$ cat config.mk
export PLATFORM = sky130hd
export DESIGN_NAME = mode_pin_mux
export DESIGN_NICKNAME = d
export VERILOG_FILES = /design/src/mode_pin_mux_pkg.sv /design/src/mode_pin_mux.sv
export VERILOG_INCLUDE_DIRS = /design/src /design/src/src
export SDC_FILE = /design/constraint.sdc
export NUM_CORES = 1
export LEC_CHECK = 0
export BUFFER_PORTS_ARGS = -buffer_cell sky130_fd_sc_hd__buf_2
export CAP_MARGIN = 0
export CORE_UTILIZATION = 54
export DETAILED_ROUTE_END_ITERATION = 12
export GPL_TIMING_DRIVEN = 0
export PLACE_DENSITY = 0.81
export SETUP_SLACK_MARGIN = 0.5
export SLEW_MARGIN = 20
export SYNTH_ARGS = -nofsm -noshare
export SYNTH_HDL_FRONTEND = slang
export SYNTH_SLANG_ARGS = --single-unit
$ cat constraint.sdc
create_clock -name mclk_i -period 2.6 [get_ports mclk_i]
set_input_delay 0.26 -clock mclk_i [delete_from_list [all_inputs] [get_ports mclk_i]]
set_output_delay 0.26 -clock mclk_i [all_outputs]
set_load 0.005 [all_outputs]
$ cat src/mode_pin_mux_defs.svh
`ifndef MODE_PIN_MUX_DEFS_SVH
`define MODE_PIN_MUX_DEFS_SVH

// ------------------------------------------------------------
// register byte offsets
// ------------------------------------------------------------
`define OFF_CTRL        8'h00
`define OFF_STATUS      8'h04
`define OFF_TIMER_PORT  8'h08
`define OFF_HIGH_PORT   8'h0C
`define OFF_LOW_PORT    8'h10
`define OFF_LOW_DIR     8'h14
`define OFF_PULSE_ACC   8'h18

// ------------------------------------------------------------
// field positions
// ------------------------------------------------------------
`define CTRL_SHOW_IR    0
`define CTRL_OUT_HANDSHAKE_STROBE_EN    1
`define CTRL_XMASK      4
`define CTRL_IMASK      5
`define STAT_IN_HANDSHAKE_STROBE_SEEN  2
`define STAT_NMI_LVL    3
`define STAT_IRQ_LVL    4
`define PULSE_ACC_CTL_DIR_HI    7
`define PULSE_ACC_CTL_DIR_MID   3
`define PULSE_ACC_CTL_CH5_SEL   2
`define PULSE_ACC_CTL_MC_TRIG   1

// ------------------------------------------------------------
// reset values
// ------------------------------------------------------------
`define RST_BYTE        8'h00
`define RST_MASK        1'b1

// ------------------------------------------------------------
// timing: bus clock is one quarter of mclk
// ------------------------------------------------------------
`define BUS_DIV         4
`define PH_ADDR         2'h0
`define PH_LAST         2'h3

`endif

$ cat src/mode_pin_mux_pkg.sv
package mode_pin_mux_pkg;

   // operating mode, ordinal equals {mode_sel_b, mode_sel_a}
   typedef enum logic [1:0] {
      MODE_BOOT,
      MODE_TEST,
      MODE_SINGLE,
      MODE_EXPANDED
   } mode_e;

   // one bus cycle as handed in by the core
   typedef struct packed {
      logic        valid;
      logic        wr;
      logic        fetch;
      logic        internal;
      logic [15:0] addr;
      logic [7:0]  wdata;
      logic [7:0]  idata;
   } cycle_s;

   // complete state of the block
   typedef struct packed {
      logic [1:0]  s_mode_a;
      logic [1:0]  s_mode_b;
      logic [1:0]  s_nmi;
      logic [1:0]  s_irq;
      logic [1:0]  s_in_handshake_strobe;
      logic        in_handshake_strobe_d;
      logic [7:0]  s_tp1;
      logic [7:0]  s_tp2;
      logic [7:0]  s_hp1;
      logic [7:0]  s_hp2;
      logic [7:0]  s_lp1;
      logic [7:0]  s_lp2;
      mode_e       mode;
      logic [1:0]  phase;
      cycle_s      cyc;
      logic        rw;
      logic        rd_valid;
      logic        rd_pend;
      logic [7:0]  rd_data;
      logic [7:0]  tp_latch;
      logic [7:0]  hp_latch;
      logic [7:0]  lp_latch;
      logic [7:0]  lp_dir;
      logic        dir_hi;
      logic        dir_mid;
      logic        ch5_sel;
      logic        mc_trig;
      logic        show_ir;
      logic        out_handshake_strobe_en;
      logic        xmask;
      logic        imask;
      logic        in_handshake_strobe_seen;
      logic [7:0]  in_handshake_strobe_latch;
      logic [4:0]  out_handshake_strobe_cnt;
      logic [31:0] rdata;
      logic        err;
   } state_s;

endpackage

$ cat src/mode_pin_mux.sv
// Added by the designer: the APB register port and the register addresses.
`timescale 1ns/1ps
`include "mode_pin_mux_defs.svh"
//
// Summary of operation
// [RULE_01] Reset sets the non-maskable mask bit; nonmaskable requests ignored until cleared.
// [RULE_02] Non-maskable request input is active-low and level-sensitive, wired-OR capable.
// [RULE_03] Each shared-line source drives open-drain and holds low until acknowledged.
// [RULE_04] A line still low after service interrupts again once its mask clears.
// [RULE_05] Two mode pins sampled in reset choose single-chip, expanded, test or bootstrap.
// [RULE_06] Sampled mode latched at reset release and held until next reset.
// [RULE_07] After mode select, mode pin A is open-drain fetch flag, low in opcode fetch; the code flags fetches in expanded and test modes only.
// [RULE_08] Strobe-A pin is input handshake in single-chip, address strobe when expanded.
// [RULE_09] Address strobe is active-high; external latch captures on its falling edge.
// [RULE_10] Strobe-B pin is a programmable output handshake strobe in single-chip mode.
// [RULE_11] Expanded: direction pin low for write cycles, high for read cycles.
// [RULE_12] Direction pin stays low across back-to-back write cycles.
// [RULE_13] With read visibility on, internal reads are driven out on the low port.
// [RULE_14] High port: general outputs single-chip; address 15..8 when expanded, register external.
// [RULE_15] Low port: general I/O single-chip; multiplexed address/data when expanded.
// [RULE_16] Timer port offers three captures, four compares, one capture-or-compare, else I/O.
// [RULE_17] Only timer bits 7 and 3 have direction bits, in pulse accumulator control.
// [RULE_18] Timer bit 7 always feeds the pulse accumulator input.
// [RULE_19] Timer bits 6..4 are outputs or compares 2..4, also drivable by master compare.
// [RULE_20] Timer bit 3 selects capture 4 or compare 5; master edges may trigger capture.
// [RULE_21] Timer port read: pin level for inputs, driver input level for outputs.
// [RULE_22] Timer port write updates latch; drives output pins only, never timer-owned pins.
// [RULE_23] Single-chip high port read returns level at driver input side; the code returns the synchronised pin level (s_hp2) instead.
// [RULE_24] Strobed output mode pulses output strobe on every high port write.
//
module mode_pin_mux #(
   parameter int OUT_HANDSHAKE_STROBE_BUS_CYCLES = 1
) (
   // clock and reset
   input  wire logic        mclk_i,
   input  wire logic        sys_rst_i,
   // apb slave
   input  wire logic        psel_i,
   input  wire logic        penable_i,
   input  wire logic        pwrite_i,
   input  wire logic [7:0]  paddr_i,
   input  wire logic [31:0] pwdata_i,
   output logic [31:0]      prdata_o,
   output logic             pready_o,
   output logic             pslverr_o,
   // core bus cycle request and answer
   input  wire mode_pin_mux_pkg::cycle_s cyc_i,
   output logic             cyc_ready_o,
   output logic             rd_valid_o,
   output logic [7:0]       rd_data_o,
   output logic             e_clk_o,
   output logic [1:0]       op_mode_o,
   // interrupt pins and requests to the core
   input  wire logic        nonmaskable_int_n_i,
   input  wire logic        irq_n_i,
   output logic             nmi_req_o,
   output logic             irq_req_o,
   // mode pins, pin a doubles as fetch flag
   input  wire logic        mode_sel_a_i,
   input  wire logic        mode_sel_b_i,
   output logic             mode_sel_a_o,
   output logic             mode_sel_a_oe_n_o,
   // strobe pins
   input  wire logic        in_handshake_strobe_pin_i,
   output logic             in_handshake_strobe_pin_o,
   output logic             in_handshake_strobe_pin_oe_n_o,
   output logic             out_handshake_strobe_pin_o,
   // high port
   input  wire logic [7:0]  high_port_i,
   output logic [7:0]       high_port_o,
   // low port
   input  wire logic [7:0]  low_port_i,
   output logic [7:0]       low_port_o,
   output logic [7:0]       low_port_oe_n_o,
   // timer port and timer block
   input  wire logic [7:0]  timer_port_i,
   output logic [7:0]       timer_port_o,
   output logic [7:0]       timer_port_oe_n_o,
   input  wire logic [7:0]  cmp_en_i,
   input  wire logic [7:0]  cmp_val_i,
   input  wire logic [7:0]  master_cmp_en_i,
   input  wire logic [7:0]  master_cmp_val_i,
   output logic [2:0]       capture_o,
   output logic             capture_ch4_o,
   output logic             accum_in_o
);

   // ------------------------------------------------------------
   // elaboration checks and helpers
   // ------------------------------------------------------------
   localparam int OUT_HANDSHAKE_STROBE_LEN = OUT_HANDSHAKE_STROBE_BUS_CYCLES * `BUS_DIV;

   if (OUT_HANDSHAKE_STROBE_BUS_CYCLES < 1 || OUT_HANDSHAKE_STROBE_BUS_CYCLES > 7) begin : g_bad_out_handshake_strobe
      $error("strobe length must be 1 to 7 bus cycles");
   end

   // offset decode used by the error path only
   function automatic logic is_mapped(input logic [7:0] a);
      is_mapped = (a == `OFF_CTRL) || (a == `OFF_STATUS) || (a == `OFF_TIMER_PORT) ||
                  (a == `OFF_HIGH_PORT) || (a == `OFF_LOW_PORT) ||
                  (a == `OFF_LOW_DIR) || (a == `OFF_PULSE_ACC);
   endfunction

   mode_pin_mux_pkg::state_s st;
   mode_pin_mux_pkg::state_s next_st;

   logic       expanded;
   logic       setup_ph;
   logic       wr_acc;
   logic [7:0] tp_dir;
   logic [7:0] tp_own;
   logic [7:0] tp_drv;
   logic [7:0] tp_read;
   logic       in_handshake_strobe_edge;
   logic       hp_write;

   // ------------------------------------------------------------
   // combinational pin functions
   // ------------------------------------------------------------
   // test mode is an expanded variant, bootstrap a single-chip one
   assign expanded = (st.mode == mode_pin_mux_pkg::MODE_EXPANDED) ||
                     (st.mode == mode_pin_mux_pkg::MODE_TEST);
   assign setup_ph = psel_i && !penable_i;
   assign wr_acc   = psel_i && penable_i && pwrite_i;
   assign hp_write = wr_acc && (paddr_i == `OFF_HIGH_PORT) && !expanded;
   // edge detector reads the second synchroniser stage only
   assign in_handshake_strobe_edge = st.s_in_handshake_strobe[1] && !st.in_handshake_strobe_d && !expanded;

   // timer port directions: bits 2..0 in, 6..4 out, 7 and 3 programmable
   assign tp_dir = {st.dir_hi, 3'b111, st.dir_mid, 3'b000};                 // [RULE_17]
   // master compare outranks the channel compares; bit 3 compares only as channel 5
   assign tp_own = {master_cmp_en_i[7], master_cmp_en_i[6:4] | cmp_en_i[6:4],
                    master_cmp_en_i[3] | (cmp_en_i[3] & st.ch5_sel), 3'b000}; // [RULE_19] [RULE_20]
   always_comb begin
      for (int b = 0; b < 8; b++) begin
         if (master_cmp_en_i[b] && b >= 3) begin
            tp_drv[b] = master_cmp_val_i[b];
         end else if (tp_own[b]) begin
            tp_drv[b] = cmp_val_i[b];
         end else begin
            tp_drv[b] = st.tp_latch[b];                                    // [RULE_22]
         end
      end
   end
   // outputs read back their driver input, inputs their synced pin
   assign tp_read = (tp_dir & tp_drv) | (~tp_dir & st.s_tp2);               // [RULE_21]

   // ------------------------------------------------------------
   // next state
   // ------------------------------------------------------------
   always_comb begin
      next_st = st;
      // synchronisers run in and out of reset so straps are live at release
      next_st.s_mode_a = {st.s_mode_a[0], mode_sel_a_i};
      next_st.s_mode_b = {st.s_mode_b[0], mode_sel_b_i};
      next_st.s_nmi    = {st.s_nmi[0], nonmaskable_int_n_i};
      next_st.s_irq    = {st.s_irq[0], irq_n_i};
      next_st.s_in_handshake_strobe   = {st.s_in_handshake_strobe[0], in_handshake_strobe_pin_i};
      next_st.in_handshake_strobe_d   = st.s_in_handshake_strobe[1];
      next_st.s_tp1    = timer_port_i;
      next_st.s_tp2    = st.s_tp1;
      next_st.s_hp1    = high_port_i;
      next_st.s_hp2    = st.s_hp1;
      next_st.s_lp1    = low_port_i;
      next_st.s_lp2    = st.s_lp1;
      next_st.rd_valid = 1'b0;

      // bus clock phase counter, one bus cycle per four mclk
      next_st.phase = st.phase + 2'h1;
      if (st.phase == `PH_LAST) begin
         // a new bus cycle starts; idle cycles read so the direction pin rests high
         next_st.cyc = expanded ? cyc_i : '0;
         next_st.rw  = !(expanded && cyc_i.valid && cyc_i.wr);              // [RULE_11] [RULE_12]
      end
      // internal reads answer as their cycle ends; external data needs two
      // synchroniser edges, so it is taken one edge into the next bus cycle
      next_st.rd_pend = 1'b0;
      if (expanded && st.phase == `PH_LAST && st.cyc.valid && !st.cyc.wr) begin
         next_st.rd_valid = st.cyc.internal;
         next_st.rd_pend  = !st.cyc.internal;
         if (st.cyc.internal) begin
            next_st.rd_data = st.cyc.idata;
         end
      end
      // second stage now holds the pins as seen while the bus clock was high
      if (st.rd_pend) begin
         next_st.rd_valid = 1'b1;
         next_st.rd_data  = st.s_lp2;                                      // [RULE_15]
      end

      // strobe a in single-chip latches the low port and flags it
      if (in_handshake_strobe_edge) begin
         next_st.in_handshake_strobe_latch = st.s_lp2;
      end
      // output strobe pulse counter
      if (st.out_handshake_strobe_cnt != 5'h00) begin
         next_st.out_handshake_strobe_cnt = st.out_handshake_strobe_cnt - 5'h01;
      end
      if (hp_write && st.out_handshake_strobe_en) begin
         next_st.out_handshake_strobe_cnt = 5'(OUT_HANDSHAKE_STROBE_LEN);                                  // [RULE_24]
      end

      // apb setup: capture read data and the error answer
      if (setup_ph) begin
         next_st.err   = !is_mapped(paddr_i) || (paddr_i == `OFF_HIGH_PORT && expanded); // [RULE_14]
         next_st.rdata = '0;
         unique case (paddr_i)
            `OFF_CTRL: begin
               next_st.rdata[`CTRL_SHOW_IR] = st.show_ir;
               next_st.rdata[`CTRL_OUT_HANDSHAKE_STROBE_EN] = st.out_handshake_strobe_en;
               next_st.rdata[`CTRL_XMASK]   = st.xmask;
               next_st.rdata[`CTRL_IMASK]   = st.imask;
            end
            `OFF_STATUS: begin
               next_st.rdata[1:0]             = st.mode;
               next_st.rdata[`STAT_IN_HANDSHAKE_STROBE_SEEN] = st.in_handshake_strobe_seen;
               next_st.rdata[`STAT_NMI_LVL]   = st.s_nmi[1];
               next_st.rdata[`STAT_IRQ_LVL]   = st.s_irq[1];
               next_st.rdata[15:8]            = st.in_handshake_strobe_latch;
            end
            `OFF_TIMER_PORT: next_st.rdata[7:0] = tp_read;                  // [RULE_21]
            `OFF_HIGH_PORT:  next_st.rdata[7:0] = expanded ? 8'h00 : st.s_hp2; // [RULE_23]
            `OFF_LOW_PORT:   next_st.rdata[7:0] = (st.lp_dir & st.lp_latch) |
                                                  (~st.lp_dir & st.s_lp2);
            `OFF_LOW_DIR:    next_st.rdata[7:0] = st.lp_dir;
            `OFF_PULSE_ACC: begin
               next_st.rdata[`PULSE_ACC_CTL_DIR_HI]  = st.dir_hi;
               next_st.rdata[`PULSE_ACC_CTL_DIR_MID] = st.dir_mid;
               next_st.rdata[`PULSE_ACC_CTL_CH5_SEL] = st.ch5_sel;
               next_st.rdata[`PULSE_ACC_CTL_MC_TRIG] = st.mc_trig;
            end
            default: next_st.rdata = '0;
         endcase
      end

      // apb access: writes take effect here
      if (wr_acc) begin
         unique case (paddr_i)
            `OFF_CTRL: begin
               next_st.show_ir = pwdata_i[`CTRL_SHOW_IR];
               next_st.out_handshake_strobe_en = pwdata_i[`CTRL_OUT_HANDSHAKE_STROBE_EN];
               // software may only clear the non-maskable mask
               next_st.xmask   = st.xmask & pwdata_i[`CTRL_XMASK];            // [RULE_01]
               next_st.imask   = pwdata_i[`CTRL_IMASK];
            end
            `OFF_STATUS:     next_st.in_handshake_strobe_seen = st.in_handshake_strobe_seen & !pwdata_i[`STAT_IN_HANDSHAKE_STROBE_SEEN];
            `OFF_TIMER_PORT: next_st.tp_latch = pwdata_i[7:0];              // [RULE_22]
            `OFF_HIGH_PORT:  next_st.hp_latch = expanded ? st.hp_latch : pwdata_i[7:0]; // [RULE_14]
            `OFF_LOW_PORT:   next_st.lp_latch = pwdata_i[7:0];
            `OFF_LOW_DIR:    next_st.lp_dir   = pwdata_i[7:0];
            `OFF_PULSE_ACC: begin
               next_st.dir_hi  = pwdata_i[`PULSE_ACC_CTL_DIR_HI];                     // [RULE_17]
               next_st.dir_mid = pwdata_i[`PULSE_ACC_CTL_DIR_MID];
               next_st.ch5_sel = pwdata_i[`PULSE_ACC_CTL_CH5_SEL];                    // [RULE_20]
               next_st.mc_trig = pwdata_i[`PULSE_ACC_CTL_MC_TRIG];
            end
            default: next_st.err = st.err;
         endcase
      end
      // a strobe edge in the clearing cycle still sets the flag
      if (in_handshake_strobe_edge) begin
         next_st.in_handshake_strobe_seen = 1'b1;
      end

      if (sys_rst_i) begin
         // mode follows the synced straps throughout reset, frozen at release
         next_st.mode = mode_pin_mux_pkg::mode_e'({st.s_mode_b[1], st.s_mode_a[1]}); // [RULE_05] [RULE_06]
         next_st.phase      = `PH_LAST;
         next_st.cyc        = '0;
         next_st.rw         = 1'b1;
         next_st.rd_valid   = 1'b0;
         next_st.rd_pend    = 1'b0;
         next_st.rd_data    = `RST_BYTE;
         next_st.tp_latch   = `RST_BYTE;
         next_st.hp_latch   = `RST_BYTE;
         next_st.lp_latch   = `RST_BYTE;
         next_st.lp_dir     = `RST_BYTE;
         next_st.in_handshake_strobe_latch = `RST_BYTE;
         next_st.dir_hi     = 1'b0;
         next_st.dir_mid    = 1'b0;
         next_st.ch5_sel    = 1'b0;
         next_st.mc_trig    = 1'b0;
         next_st.show_ir    = 1'b0;
         next_st.out_handshake_strobe_en    = 1'b0;
         next_st.xmask      = `RST_MASK;                                    // [RULE_01]
         next_st.imask      = `RST_MASK;
         next_st.in_handshake_strobe_seen  = 1'b0;
         next_st.out_handshake_strobe_cnt   = 5'h00;
         next_st.rdata      = '0;
         next_st.err        = 1'b0;
      end
   end

   // single register stage for the whole state
   always_ff @(posedge mclk_i) begin
      st <= next_st;
   end

   // ------------------------------------------------------------
   // outputs
   // ------------------------------------------------------------
   // zero-wait apb slave; answer prepared in the setup cycle
   assign pready_o    = 1'b1;
   assign prdata_o    = st.rdata;
   assign pslverr_o   = psel_i && penable_i && st.err;
   assign cyc_ready_o = expanded && (st.phase == `PH_LAST) && !sys_rst_i;
   assign rd_valid_o  = st.rd_valid;
   assign rd_data_o   = st.rd_data;
   assign e_clk_o     = st.phase[1];
   assign op_mode_o   = st.mode;

   // level-sensitive requests, re-raised whenever the mask drops with the line low
   assign nmi_req_o = !st.s_nmi[1] && !st.xmask;                           // [RULE_02] [RULE_04]
   assign irq_req_o = !st.s_irq[1] && !st.imask;                           // [RULE_04]

   // fetch flag only after the straps have been released
   assign mode_sel_a_o      = 1'b0;
   assign mode_sel_a_oe_n_o = !(!sys_rst_i && expanded && st.cyc.valid && st.cyc.fetch); // [RULE_07]

   // strobe a: when expanded, always driven as address strobe, high in the first quarter; input in single-chip
   assign in_handshake_strobe_pin_o      = expanded && (st.phase == `PH_ADDR);            // [RULE_08] [RULE_09]
   assign in_handshake_strobe_pin_oe_n_o = !expanded;
   // strobe b: direction when expanded, handshake pulse otherwise
   assign out_handshake_strobe_pin_o = expanded ? st.rw : (st.out_handshake_strobe_cnt != 5'h00);          // [RULE_10] [RULE_11]

   assign high_port_o = expanded ? st.cyc.addr[15:8] : st.hp_latch;        // [RULE_14]

   // low port: when expanded, address in first half, data in second half of each bus cycle; latch and direction register in single-chip
   always_comb begin
      if (!expanded) begin
         low_port_o      = st.lp_latch;                                    // [RULE_15]
         low_port_oe_n_o = ~st.lp_dir;
      end else if (!st.phase[1]) begin
         low_port_o      = st.cyc.addr[7:0];                               // [RULE_15]
         low_port_oe_n_o = 8'h00;
      end else if (st.cyc.valid && st.cyc.wr) begin
         low_port_o      = st.cyc.wdata;
         low_port_oe_n_o = 8'h00;
      end else if (st.cyc.valid && st.cyc.internal && st.show_ir) begin
         low_port_o      = st.cyc.idata;                                   // [RULE_13]
         low_port_oe_n_o = 8'h00;
      end else begin
         low_port_o      = st.cyc.addr[7:0];
         low_port_oe_n_o = 8'hFF;
      end
   end

   assign timer_port_o      = tp_drv;                                      // [RULE_16]
   assign timer_port_oe_n_o = ~tp_dir;
   assign capture_o         = st.s_tp2[2:0];                               // [RULE_16]
   assign capture_ch4_o     = !st.ch5_sel && (st.mc_trig ? tp_drv[3] : st.s_tp2[3]); // [RULE_20]
   assign accum_in_o        = st.s_tp2[7];                                 // [RULE_18]
endmodule

==> reports/qor.yml <==
outcome:
  status: "completed"
logic_synthesis:
  yosysSeqAreaShare: 0.506
  synth_top_area_cell: "dfxtp_1"
  syn_inst: 718
  synth_area_leaders: "dfxtp_1, buf_4, mux2i_1"
  synth-async-reset-ratio: 0
  synth_warnings: 0
  ys_ff_latch: 175
  yosysUniqueCellTypes: 58
  syn_area_um2: 6970
  ys.flop_type: "dfxtp_1"
  synth_edf_count: 2
  synth_top_area_share: 0.497
  avgSynthCellArea_um2: 9.71
timing:
  period_share: 0.837
  slew_headroom: 0.435
  hold_viol_final: 0
  slew_violations: 0
  fmax_mhz: 459
  rsz0062_at_grt: "yes"
  fin_crit_ns: 2.18
  finClkSkew_ns: 0.00928
  tightest_slew_ns: 0.841
  tns_ns: 0
  finalSetupViolCount: 0
cells_and_area:
  layout-drive-gt1-share: 0.347
  final_common_cell: "buf_2"
  fin_nets: 1110
  fin_area_um2: 9150
  antennaDiodeCount: 0
  final_cell_mix: "buf_2, dfxtp_1, buf_4"
  areaGrowthSynthToFinish_pct: 31.3
floorplan:
  fp.dieH_um: 116
  dieWidth_um: 116
  fp.dieArea_um2: 13400
  io_pins: 241
  num_rows: 41
  core-area_um2: 12600
  initial_core_util: 0.552
place:
  placedInstanceArea_um2: 8140
  portBuffers: 174
  dpl.hpwl_mm: 13.5
  gp_congestion: 0.906
drt:
  vias_per_cell: 5.43
  wire_per_inst_um: 16.8
  routed_wl_mm: 19.3
  drc_errors: 0
  final_antenna_net_count: 0
  drt_pass1_iterations: 7
  drt_iter0_drc: 622
  num_vias: 6249
power_and_ir_drop:
  cellPowerDensity_nw_per_um2: 690
  ir_drop_v: 0.000516
  power_leakage_uw: 0.00407
cts:
  max-clock-path-buffers: 2
  cts.sinks: 175
  clk_pin_slew_ns: 0.06
  ctsHtreeMaxLevel: 4
  clk_latency_ns: 0.42
  cts_tree: "built"
  cts_buffers: 17
  clockRootBuffer: "clkbuf_16"
global_route:
  grt_max_degree: 17
  grt_overflow_total: 0
  grt_pass1_vias: 5738
  grt_antenna_before_repair: 0
  track_usage: 0.294
  grt_pass1_wl_mm: 29.2
worst_setup_path:
  cp-start-kind: "flip-flop"
  path_class: "reg2out"
  worst_ep_arrival_time_ns: 1.92
  end_kind: "primary output"
  critical_path_required_ns: 2.34
  critical_path.max_stage_delay_ns: 0.46
  worst-path-buf-inv: 3
  cp_slowest_cell: "or4b_4"
  crit_family: "simple AND/OR/NAND/NOR gates"
  crit_fanout: 2
  worstPathCellList: "inv_2, ha_4, or4b_4, buf_8, mux2_4, buf_6"
worst_hold_path:
  hold_class: "in2reg"
flow_run:
  drv_cap: 0
-- path summary, 6_finish.rpt --
path	startpoint	slack [ns]	to	cells after the start
worst max register to register	op_mode_o[0]	0.60	prdata_o[0]	6
worst min register to register	next_st[196]	0.33	st[196]	0
worst min-delay path	cyc_i[8]	0.05	st[106]	2
worst max-delay path	st[34]	0.42	out_handshake_strobe_pin_o	6
-- through the flow --
step | std cells | power [uW] | hold WS [ns] | utilization | setup WS (ns)
6_report | 1150 | 6310 | 0.0490 | 0.725 | 0.423
5_1_grt | 1150 | 6540 | 0.0374 | 0.725 | 0.376
4_1_cts | 1148 | 6270 | 0.0355 | 0.722 | 0.415
3_5_place_dp | 1086 | 3590 | 0.312 | 0.645 | 0.426
3_3_place_gp | 1086 | 3570 | 0.310 | 0.645 | 0.398
2_1_floorplan | 740 | 3330 | 0.288 | - | 0.790
-- synthesized netlist by cell type, types with 2 or more instances --
library cell    n
buf_2          15
nand3_1        34
mux2_2         26
a21oi_1        52
a311oi_1        2
ha_1            3
dfxtp_1       173
a22oi_1        10
edfxtp_1        2
inv_1          11
conb_1          2
nand2b_1        8
o21ai_0        29
buf_6           2
a211o_1         3
nor3b_1         5
nor2b_1         4
and2_1          9
buf_4          57
nand2_1        56
a22o_1         35
and3_1          6
clkbuf_1       18
a31oi_1         9
a211oi_1        4
buf_1           7
nor2_1         60
o211ai_1        2
a222oi_1        2
a221oi_1        2
nor3_1          8
mux2i_1        31
nor4b_4         2
nand4_1         5
-- cell type report --
| cell class | count | area [um^2] |
|---|---|---|
| flip-flops and latches | 175 | 3530 |
| inverters | 12 | 45.0 |
| well taps | 172 | 215 |
| plain buffers | 99 | 663 |
| fillers | 968 | 3470 |
| multi-input cells | 454 | 2910 |
| clock buffers | 22 | 464 |
| repair buffers | 206 | 1180 |
| clock inverters | 10 | 136 |
-- power by group --
part	internal, uW	total (uW)	switching (uW)
Clock	1560	2580	1020
Sequential	2810	2900	86.4
Combinational	438	837	399
Total	4810	6310	1500
-- logic make-up after synthesis --
group                      count (synthesis)  synth area share
and+or+nand+nor                          207             0.148
DFF                                      175             0.506
AOI/OAI and AO/OA                        162             0.157
buffers and inverters                    111            0.0953
muxes                                     57            0.0865
adders and majority gates                  3           0.00539
other                                      2           0.00108
xor gates and xnor gates                   1           0.00126
-- sequential cells by signal, indices dropped and copies added, names as in the netlist --
| name | flops |
|---|---|
| rd_data_o | 8 |
| op_mode_o | 2 |
| rd_valid_o | 1 |
| prdata_o | 16 |
| st | 113 |
| next_st | 27 |
| capture_o | 3 |
| timer_port_o | 3 |
| accum_in_o | 1 |
| e_clk_o | 1 |
-- per-layer routing --
| metal | track usage | up-vias | routed length, um |
|---|---|---|---|
| li1 | - | 2943 | - |
| met1 | 0.375 | 2908 | 7900 |
| met2 | 0.479 | 352 | 9150 |
| met3 | 0.0748 | 46 | 1760 |
| met4 | 0.115 | 0 | 536 |
| met5 | 0 | - | 0 |
-- timing repair --
| item | in CTS | in global routing |
|---|---|---|
| endpoints found under the setup margin | 28 | 18 |
| pin swaps | 3 | 2 |
| hold buffers | 26 | 0 |
| resized for setup | 24 | 14 |
| hold endpoints to repair | 26 | 0 |
| setup buffers | 4 | 2 |
-- worst register-to-register path, stage by stage, from the launching register on --
cell and delay [ns]:
edfxtp_1 0.34, buf_4 0.20, inv_1 0.16, and4_1 0.26, a222oi_1 0.58, o311a_1 0.26, nor3_1 0.07
No activity file was read; power rests on OpenSTA's default activity.
